## config.mk

```make
export PLATFORM = sky130hd
export DESIGN_NAME = lep_event_counter
export DESIGN_NICKNAME = d
export VERILOG_FILES = /design/src/lep_event_counter.v
export VERILOG_INCLUDE_DIRS = /design/src
export SDC_FILE = /design/constraint.sdc
export NUM_CORES = 1
export LEC_CHECK = 0
export BUFFER_PORTS_ARGS = -buffer_cell sky130_fd_sc_hd__buf_2
export CAP_MARGIN = 20
export CORE_MARGIN = 10
export CORE_UTILIZATION = 46
export CTS_BUF_LIST = sky130_fd_sc_hd__clkbuf_16
export CTS_CLUSTER_DIAMETER = 100
export DETAILED_ROUTE_END_ITERATION = 6
export PLACE_DENSITY_LB_ADDON = 0.05
export SLEW_MARGIN = 20
export SYNTH_ARGS = -nofsm -noshare
export SYNTH_HDL_FRONTEND = slang
export SYNTH_SLANG_ARGS = --single-unit
export TNS_END_PERCENT = 30
```

## constraint.sdc

```tcl
create_clock -name clk_i -period 23.2 [get_ports clk_i]
set_input_delay 3.48 -clock clk_i [delete_from_list [all_inputs] [get_ports clk_i]]
set_output_delay 3.48 -clock clk_i [all_outputs]
set_load 0.1 [all_outputs]
```

## src/lep_regs.vh

```
// Register map, field positions, reset values and event codes.
`ifndef LEP_REGS_VH
`define LEP_REGS_VH

// Register byte offsets on the APB bus.
`define LEP_CTRL_OFS 12'h000
`define LEP_COUNT_OFS 12'h004
`define LEP_STATUS_OFS 12'h008

// Control register fields.
`define LEP_CTRL_EVENT_LSB 0
`define LEP_CTRL_EVENT_MSB 7
`define LEP_CTRL_UMASK_LSB 8
`define LEP_CTRL_UMASK_MSB 15
`define LEP_CTRL_SIDEBAND_BIT 16
`define LEP_CTRL_ENABLE_BIT 22
`define LEP_CTRL_WMASK 32'h0041ffff
`define LEP_CTRL_RESET 32'h00000000
`define LEP_COUNT_RESET 32'h00000000

// Event codes.
`define LEP_EV_SHARED_MISC 8'h59
`define LEP_EV_AD_ARB_LOSS 8'h30
`define LEP_EV_AD_BYPASS 8'h2c
`define LEP_EV_AD_NOT_EMPTY 8'h27
`define LEP_EV_BLOCK_NOT_EMPTY 8'h28
`define LEP_EV_AD_INSERTS 8'h2d
`define LEP_EV_BLOCK_INSERTS 8'h2e
`define LEP_EV_AD_OCCUPANCY 8'h1c
`define LEP_EV_BLOCK_ARB_LOSS 8'h35
`define LEP_EV_BLOCK_OCCUPANCY 8'h1d
`define LEP_EV_BLOCK_WRITEBACK_OCC 8'h1f
`define LEP_EV_PEER_AD_EMPTY 8'h20
`define LEP_EV_PEER_BLOCK_EMPTY 8'h21

// Unit-mask bits that each event defines; the others are ignored.
`define LEP_UM_ALL 8'hff
`define LEP_UM_BYPASS 8'h0f
`define LEP_UM_SEVEN 8'h7f
`define LEP_UM_WRITEBACK_OCC 8'h77

// Remote shared-pool credit thresholds.
`define LEP_CRED_LT_VN 8'h0a
`define LEP_CRED_LT_RING 8'h05

`endif

```

## src/lep_event_counter.v

```verilog
// Event selection and counting logic for the link egress performance monitor.
//
// Local design decisions: the address map and register access over APB.
`timescale 1ns/1ps
`include "lep_regs.vh"

// What this block does
// - Event 0x59 bits 0,1: low credit (below 10 or 5) with allocation need.
// - Event 0x59 bits 2,3: shared credits given to one network only.
// - Event 0x59 bits 4-7: credits to one ring only, per network.
// - Event 0x30 counts lost address arbitration, four classes per network.
// - Event 0x2C counts address queue bypass of slots 0-2, early responses.
// - Event 0x27 counts cycles the address queue holds a selected class.
// - Event 0x28 counts cycles the block queue holds a selected class.
// - Events 0x2D and 0x2E count inserts into address and block queues.
// - Insert events watch only their own queue, without direction filtering.
// - Event 0x1C accumulates address queue occupancy over seven classes.
// - Event 0x35 counts lost block arbitration, four classes per network.
// - Event 0x1D sums block queue occupancy, four classes per network.
// - Event 0x1F sums writeback occupancy: local, through, write-pull.
// - Event 0x20 counts cycles without peer address credits, pool or class.
// - Event 0x21 counts missing peer block credits, per sideband mode.
module lep_event_counter
#(
    parameter OCC_W = 4,
    parameter CNT_W = 32
)
(
    // Clock and reset.
    input wire clk_i,
    input wire rst_b_i,
    // APB slave.
    input wire psel_i,
    input wire penable_i,
    input wire pwrite_i,
    input wire [11:0] paddr_i,
    input wire [31:0] pwdata_i,
    output wire pready_o,
    output wire pslverr_o,
    output wire [31:0] prdata_o,
    // Shared credit pool state.
    input wire [7:0] remote_credit_count_i,
    input wire alloc_vn_needed_i,
    input wire alloc_ring_needed_i,
    input wire [1:0] vn_alloc_i,
    input wire [3:0] ring_alloc_i,
    // Arbitration and bypass conditions.
    input wire [7:0] ad_arb_lost_i,
    input wire [7:0] block_arb_lost_i,
    input wire [3:0] ad_bypass_i,
    // Egress queue inserts and per-class entry counts.
    input wire [7:0] ad_insert_i,
    input wire [7:0] block_insert_i,
    input wire [8*OCC_W-1:0] ad_occ_i,
    input wire [8*OCC_W-1:0] block_occ_i,
    input wire [8*OCC_W-1:0] block_writeback_occ_i,
    // Peer credit exhaustion conditions.
    input wire [6:0] peer_ad_empty_i,
    input wire [6:0] peer_block_empty_i,
    input wire [6:0] peer_block_empty_sideband_i,
    // Counter state.
    output wire [CNT_W-1:0] count_o,
    output wire counting_o
);

    localparam INC_W = OCC_W + 3;

    reg [31:0] ctrl;
    reg [CNT_W-1:0] count;
    reg [INC_W-1:0] last_inc;
    reg [31:0] rd_data;
    reg rd_err;
    reg [INC_W-1:0] next_inc;
    reg [7:0] cond;
    reg [7:0] valid_bits;
    reg occ_event;
    wire [7:0] ev_code;
    wire [7:0] umask;
    wire sideband_mode;
    wire enable;
    wire apb_access;
    wire apb_write;
    wire hit_ctrl;
    wire hit_count;
    wire hit_status;
    wire [7:0] credit_cond;
    wire [7:0] ad_not_empty;
    wire [7:0] block_not_empty;
    wire [INC_W-1:0] ad_occ_sum;
    wire [INC_W-1:0] block_occ_sum;
    wire [INC_W-1:0] writeback_occ_sum;
    wire [7:0] sel_bits;

    // Control register fields.
    assign ev_code = ctrl[`LEP_CTRL_EVENT_MSB:`LEP_CTRL_EVENT_LSB];
    assign umask = ctrl[`LEP_CTRL_UMASK_MSB:`LEP_CTRL_UMASK_LSB];
    assign sideband_mode = ctrl[`LEP_CTRL_SIDEBAND_BIT];
    assign enable = ctrl[`LEP_CTRL_ENABLE_BIT];

    // Adds the per-class entry counts whose mask bit is set.
    function [INC_W-1:0] masked_sum;
        input [8*OCC_W-1:0] occ;
        input [7:0] mask;
        integer k;
        begin
            masked_sum = {INC_W{1'b0}};
            for (k = 0; k < 8; k = k + 1)
            begin
                if (mask[k])
                begin
                    masked_sum = masked_sum +
                        {3'h0, occ[k*OCC_W +: OCC_W]};
                end
            end
        end
    endfunction

    // Shared pool conditions, one per unit-mask bit.
    // low credit levels
    assign credit_cond[0] = (remote_credit_count_i < `LEP_CRED_LT_VN) &&
                            alloc_vn_needed_i;
    assign credit_cond[1] = (remote_credit_count_i < `LEP_CRED_LT_RING) &&
                            alloc_ring_needed_i;
    assign credit_cond[2] = vn_alloc_i[0] && !vn_alloc_i[1];
    assign credit_cond[3] = vn_alloc_i[1] && !vn_alloc_i[0];
    assign credit_cond[4] = ring_alloc_i[0] && !ring_alloc_i[1];
    assign credit_cond[5] = ring_alloc_i[1] && !ring_alloc_i[0];
    assign credit_cond[6] = ring_alloc_i[2] && !ring_alloc_i[3];
    assign credit_cond[7] = ring_alloc_i[3] && !ring_alloc_i[2];

    // Per-class not-empty flags taken from the entry counts.
    genvar g;
    generate
        for (g = 0; g < 8; g = g + 1)
        begin : gen_not_empty
            assign ad_not_empty[g] = |ad_occ_i[g*OCC_W +: OCC_W];
            assign block_not_empty[g] = |block_occ_i[g*OCC_W +: OCC_W];
        end
    endgenerate

    // Only the classes that the event defines take part in a sum.
    // undefined bits dropped
    assign sel_bits = umask & valid_bits;

    assign ad_occ_sum = masked_sum(ad_occ_i, sel_bits);
    assign block_occ_sum = masked_sum(block_occ_i, sel_bits);
    assign writeback_occ_sum = masked_sum(block_writeback_occ_i, sel_bits);

    // Event decode: picks the condition vector and its defined mask bits.
    always @*
    begin
        cond = 8'h00;
        valid_bits = 8'h00;
        occ_event = 1'b0;
        case (ev_code)
            `LEP_EV_SHARED_MISC:
            begin
                cond = credit_cond;
                valid_bits = `LEP_UM_ALL;
            end
            `LEP_EV_AD_ARB_LOSS:
            begin
                cond = ad_arb_lost_i;
                valid_bits = `LEP_UM_ALL;
            end
            `LEP_EV_AD_BYPASS:
            begin
                cond = {4'h0, ad_bypass_i};
                valid_bits = `LEP_UM_BYPASS;
            end
            `LEP_EV_AD_NOT_EMPTY:
            begin
                cond = ad_not_empty;
                valid_bits = `LEP_UM_ALL;
            end
            `LEP_EV_BLOCK_NOT_EMPTY:
            begin
                cond = block_not_empty;
                valid_bits = `LEP_UM_ALL;
            end
            `LEP_EV_AD_INSERTS:
            begin
                cond = ad_insert_i;
                valid_bits = `LEP_UM_SEVEN;
            end
            `LEP_EV_BLOCK_INSERTS:
            begin
                cond = block_insert_i;
                valid_bits = `LEP_UM_ALL;
            end
            `LEP_EV_AD_OCCUPANCY:
            begin
                valid_bits = `LEP_UM_SEVEN;
                occ_event = 1'b1;
            end
            `LEP_EV_BLOCK_ARB_LOSS:
            begin
                cond = block_arb_lost_i;
                valid_bits = `LEP_UM_ALL;
            end
            `LEP_EV_BLOCK_OCCUPANCY:
            begin
                valid_bits = `LEP_UM_ALL;
                occ_event = 1'b1;
            end
            `LEP_EV_BLOCK_WRITEBACK_OCC:
            begin
                valid_bits = `LEP_UM_WRITEBACK_OCC;
                occ_event = 1'b1;
            end
            `LEP_EV_PEER_AD_EMPTY:
            begin
                cond = {1'b0, peer_ad_empty_i};
                valid_bits = `LEP_UM_SEVEN;
            end
            `LEP_EV_PEER_BLOCK_EMPTY:
            begin
                if (sideband_mode)
                begin
                    cond = {1'b0, peer_block_empty_sideband_i};
                end
                else
                begin
                    cond = {1'b0, peer_block_empty_i};
                end
                valid_bits = `LEP_UM_SEVEN;
            end
            default:
            begin
                cond = 8'h00;
                valid_bits = 8'h00;
            end
        endcase
    end

    // Per-cycle increment: OR of selected conditions, or an entry sum.
    always @*
    begin
        next_inc = {INC_W{1'b0}};
        if (enable)
        begin
            if (occ_event)
            begin
                if (ev_code == `LEP_EV_AD_OCCUPANCY)
                begin
                    next_inc = ad_occ_sum;
                end
                else if (ev_code == `LEP_EV_BLOCK_OCCUPANCY)
                begin
                    next_inc = block_occ_sum;
                end
                else
                begin
                    next_inc = writeback_occ_sum;
                end
            end
            else if (|(cond & sel_bits))
            begin
                next_inc = {{(INC_W-1){1'b0}}, 1'b1};
            end
        end
    end

    // APB decode; the slave answers every access without wait states.
    assign apb_access = psel_i && penable_i;
    assign apb_write = apb_access && pwrite_i;
    assign hit_ctrl = (paddr_i == `LEP_CTRL_OFS);
    assign hit_count = (paddr_i == `LEP_COUNT_OFS);
    assign hit_status = (paddr_i == `LEP_STATUS_OFS);

    // Read multiplexer; an unmapped address reads zero with an error.
    always @*
    begin
        rd_data = 32'h00000000;
        rd_err = 1'b0;
        if (hit_ctrl)
        begin
            rd_data = ctrl;
        end
        else if (hit_count)
        begin
            rd_data = count;
        end
        else if (hit_status)
        begin
            rd_data = {{(32-INC_W){1'b0}}, last_inc};
        end
        else
        begin
            rd_err = 1'b1;
        end
    end

    assign pready_o = 1'b1;
    assign pslverr_o = apb_access && rd_err;
    assign prdata_o = (apb_access && !pwrite_i) ? rd_data : 32'h00000000;

    // Control register; only defined bits are writable.
    always @(posedge clk_i)
    begin
        if (!rst_b_i)
        begin
            ctrl <= `LEP_CTRL_RESET;
        end
        else if (apb_write && hit_ctrl)
        begin
            ctrl <= pwdata_i & `LEP_CTRL_WMASK;
        end
    end

    // Counter: a software write loads it, otherwise it adds the increment.
    always @(posedge clk_i)
    begin
        if (!rst_b_i)
        begin
            count <= `LEP_COUNT_RESET;
        end
        else if (apb_write && hit_count)
        begin
            count <= pwdata_i;
        end
        else
        begin
            count <= count + {{(CNT_W-INC_W){1'b0}}, next_inc};
        end
    end

    // Last increment, visible to software as a live status value.
    always @(posedge clk_i)
    begin
        if (!rst_b_i)
        begin
            last_inc <= {INC_W{1'b0}};
        end
        else
        begin
            last_inc <= next_inc;
        end
    end

    assign count_o = count;
    assign counting_o = enable;

endmodule

```

==> reports/results.txt <==
largest stage delay on the critical path: 0.50 ns
final hold vios: 0
total gr overflow: 0
Final Critical Period: 12.86 ns
die area: 27,000 um^2
Worst Path Buf+Inv: 6
H-tree levels: 3
yosys synthesis warning count: 0
# Post-CTS Setup Buffers: 0
number of max-cap violations: 0
Total GRT Usage: 0.262
Worst Setup End Kind: flip-flop
Layout fillers: 2,026
Power, Total: 0.000296 W
Seq pwr share: 0.331
fraction of layout cells with a size suffix above 1: 0.234
Clk pin slew, worst setup/hold paths: 0.06 ns
worst rel slew slack: 0.291
clk_lat worst skew: 0.33 ns
critical path peak fanout: 7
Synth cell types: 98
logic gate share of total power: 0.147
critical path required time: 23.48 ns
root buffer cell: clkbuf_16
Mean Syn Cell Area: 7.50 um^2
slew of the pin with the lowest slew margin: 1.06 ns
most frequent cells in the layout: buf_2, nand2_1, nor2_1
Hold Crit Class: reg -> reg
hold_ws: 0.562 ns
antenna-violating nets left: 0
DRT iter0 DRCs: 687
DRC Markers: 0
Most used DFF post-synth: dfxtp_1
most area-consuming cells after synthesis: dfxtp_1, ha_1, nand2_1
unrepaired setup endpoints after global routing: no
TritonCTS Sinks: 57
Top delay family on crit path: simple AND/OR/NAND/NOR gates
row cnt: 52
startpoint type of the worst setup path: input port
#FFs+latches synth: 57
initial antenna violation count: 3
DR vias: 10,506
EDFF count, synth: 0
CTS tree: yes
register area share after synthesis: 0.119
synthesis-to-layout area growth: 20.3%
clock skew: 0.00720 ns
Cell Int Power: 0.000224 W
drt wl/cell: 20.1 um
Die Span X: 164 um
LEAKAGE: 5.60 nW
Post-CTS Hold Fix Bufs: 0
Routed WL: 36,200 um
Sw Ratio: 0.242
Pwr Density: 25.7 nW/um^2
Net Switching: 0.0000717 W
CP max-delay cell: fa_1
area of the core: 20,400 um^2
setup slack, reg-to-reg: 10.45 ns
number of global-route vias before repair: 10,539
routed vias/inst: 5.83
Worst EP arrival: 13.14 ns
area of the mapped netlist: 9570 um^2
first-pass GRT wire length: 56,400 um
Tcrit/Tclk final: 0.554
setup violators final: 0
Num CTS Buffers: 9
Final Max Tran Viols: 0
Worst VDD drop: 0.0402 mV
Synth top area share: 0.119
crit path kind: in -> reg
FMAX: 77.8 MHz
Mapped Cells: 1,276
clock share of power: 0.522
Async S/R FF share, synth: 0
initial core utilization: 0.470
placed inst area: 11,200 um^2
setup tns final: 0 ns
Finished Cell Area: 11,500 um^2
commonest non-fill, non-tap cell in the layout: buf_2
Syn Nets: 1,606
hpwl dp: 30,300 um
post-synth top area cell: dfxtp_1
status: finished, final reports clean
CTS max path bufs: 2
fin nets: 1,854
I/O pin total: 285
die height: 164 um
post-cts sizing count: 0
count of input and output buffers: 283
Placer Congestion: 0.939
largest net degree at the start of global routing: 53
TritonRoute pass-1 iters: 5
[final cells by class]
type	instances	area (um^2)	area share
Multi-Input combinational cell	1076	7860	0.683
Timing Repair Buffer	294	1500	0.130
Sequential cell	57	1140	0.0991
Tap cell	270	338	0.0293
Inverter	86	323	0.0280
Clock buffer	9	225	0.0196
Clock inverter	7	118	0.0102
Antenna cell	3	7.51	0.000652
[sequential cells by signal, indices dropped and copies added (netlist names)]
register / cells
count_o: 32
ctrl: 18
last_inc: 7
[tightest hold or removal path, stage by stage, from the launching register on]
cell and delay (ns):
dfxtp_1 0.36, nand2_1 0.07, a21boi_0 0.07
[worst paths after layout]
kind	start	endpoint	depth (start not counted)
hold reg to reg	ctrl[6]$_SDFFE_PN0P_	ctrl[6]$_SDFFE_PN0P_	2
setup / recovery	block_occ_i[0]	count_o[28]$_SDFF_PN0_	48
hold / removal	ctrl[6]$_SDFFE_PN0P_	ctrl[6]$_SDFFE_PN0P_	2
setup reg to reg	ctrl[4]$_SDFFE_PN0P_	count_o[28]$_SDFF_PN0_	51
[kinds of logic (layout without fill, tap and decap cells)]
family,count (synthesis),in the layout,synth area share
AO/OA/AOI/OAI,371,371,0.273
XOR/XNOR,78,78,0.0752
adder cells (fa/ha/maj),112,112,0.164
buffers and inverters,143,396,0.0613
flip-flops,57,57,0.119
multiplexers,55,55,0.0612
other,1,4,0.000392
AND/OR/NAND/NOR,459,459,0.246
[stage by stage]
step	instances	util	setup WS, ns
2_1_floorplan	1276	-	11.04
3_3_place_gp	1783	0.548	10.13
3_5_place_dp	1783	0.548	9.98
4_1_cts	1799	0.565	10.30
5_1_grt	1802	0.565	9.20
6_report	1802	0.565	10.34
[power by group through the flow]
| stage | logic [W] | clock network [W] | registers [W] |
|---|---|---|---|
| 3_5_place_dp | 0.0000432 | 0 | 0.000100 |
| 6_report | 0.0000435 | 0.000154 | 0.0000979 |
| 4_1_cts | 0.0000433 | 0.000155 | 0.0000979 |
| 3_3_place_gp | 0.0000425 | 0 | 0.000100 |
| 5_1_grt | 0.0000484 | 0.000159 | 0.0000979 |
| 2_1_floorplan | 0.0000171 | 0 | 0.000100 |
[routing by layer]
metal	part of all wire	vias to the layer above	global-route usage
met1	0.42	4907	0.328
met4	0.027	0	0.0857
met2	0.48	396	0.443
li1	-	5139	-
met5	0	-	0
met3	0.075	64	0.0466
[cells in the mapped netlist (10+ instances only)]
| cell type | instances |
|---|---|
| and2_1 | 30 |
| xnor2_1 | 36 |
| a221oi_1 | 10 |
| nand3_1 | 31 |
| a21o_1 | 31 |
| mux2_2 | 15 |
| nor2b_1 | 45 |
| fa_1 | 22 |
| buf_2 | 10 |
| nor4_1 | 18 |
| xor2_1 | 39 |
| inv_1 | 84 |
| and3_1 | 23 |
| or3_1 | 11 |
| a31oi_1 | 10 |
| o211a_1 | 23 |
| mux2i_1 | 38 |
| nand4_1 | 15 |
| a22o_1 | 13 |
| ha_1 | 90 |
| o21ai_0 | 63 |
| a21boi_0 | 19 |
| dfxtp_1 | 57 |
| nand2_1 | 120 |
| nand2b_1 | 16 |
| nor3_1 | 22 |
| nor2_1 | 97 |
| a21oi_1 | 86 |
| o21a_1 | 14 |
| clkbuf_1 | 32 |
(Power assumes the default switching activity.)
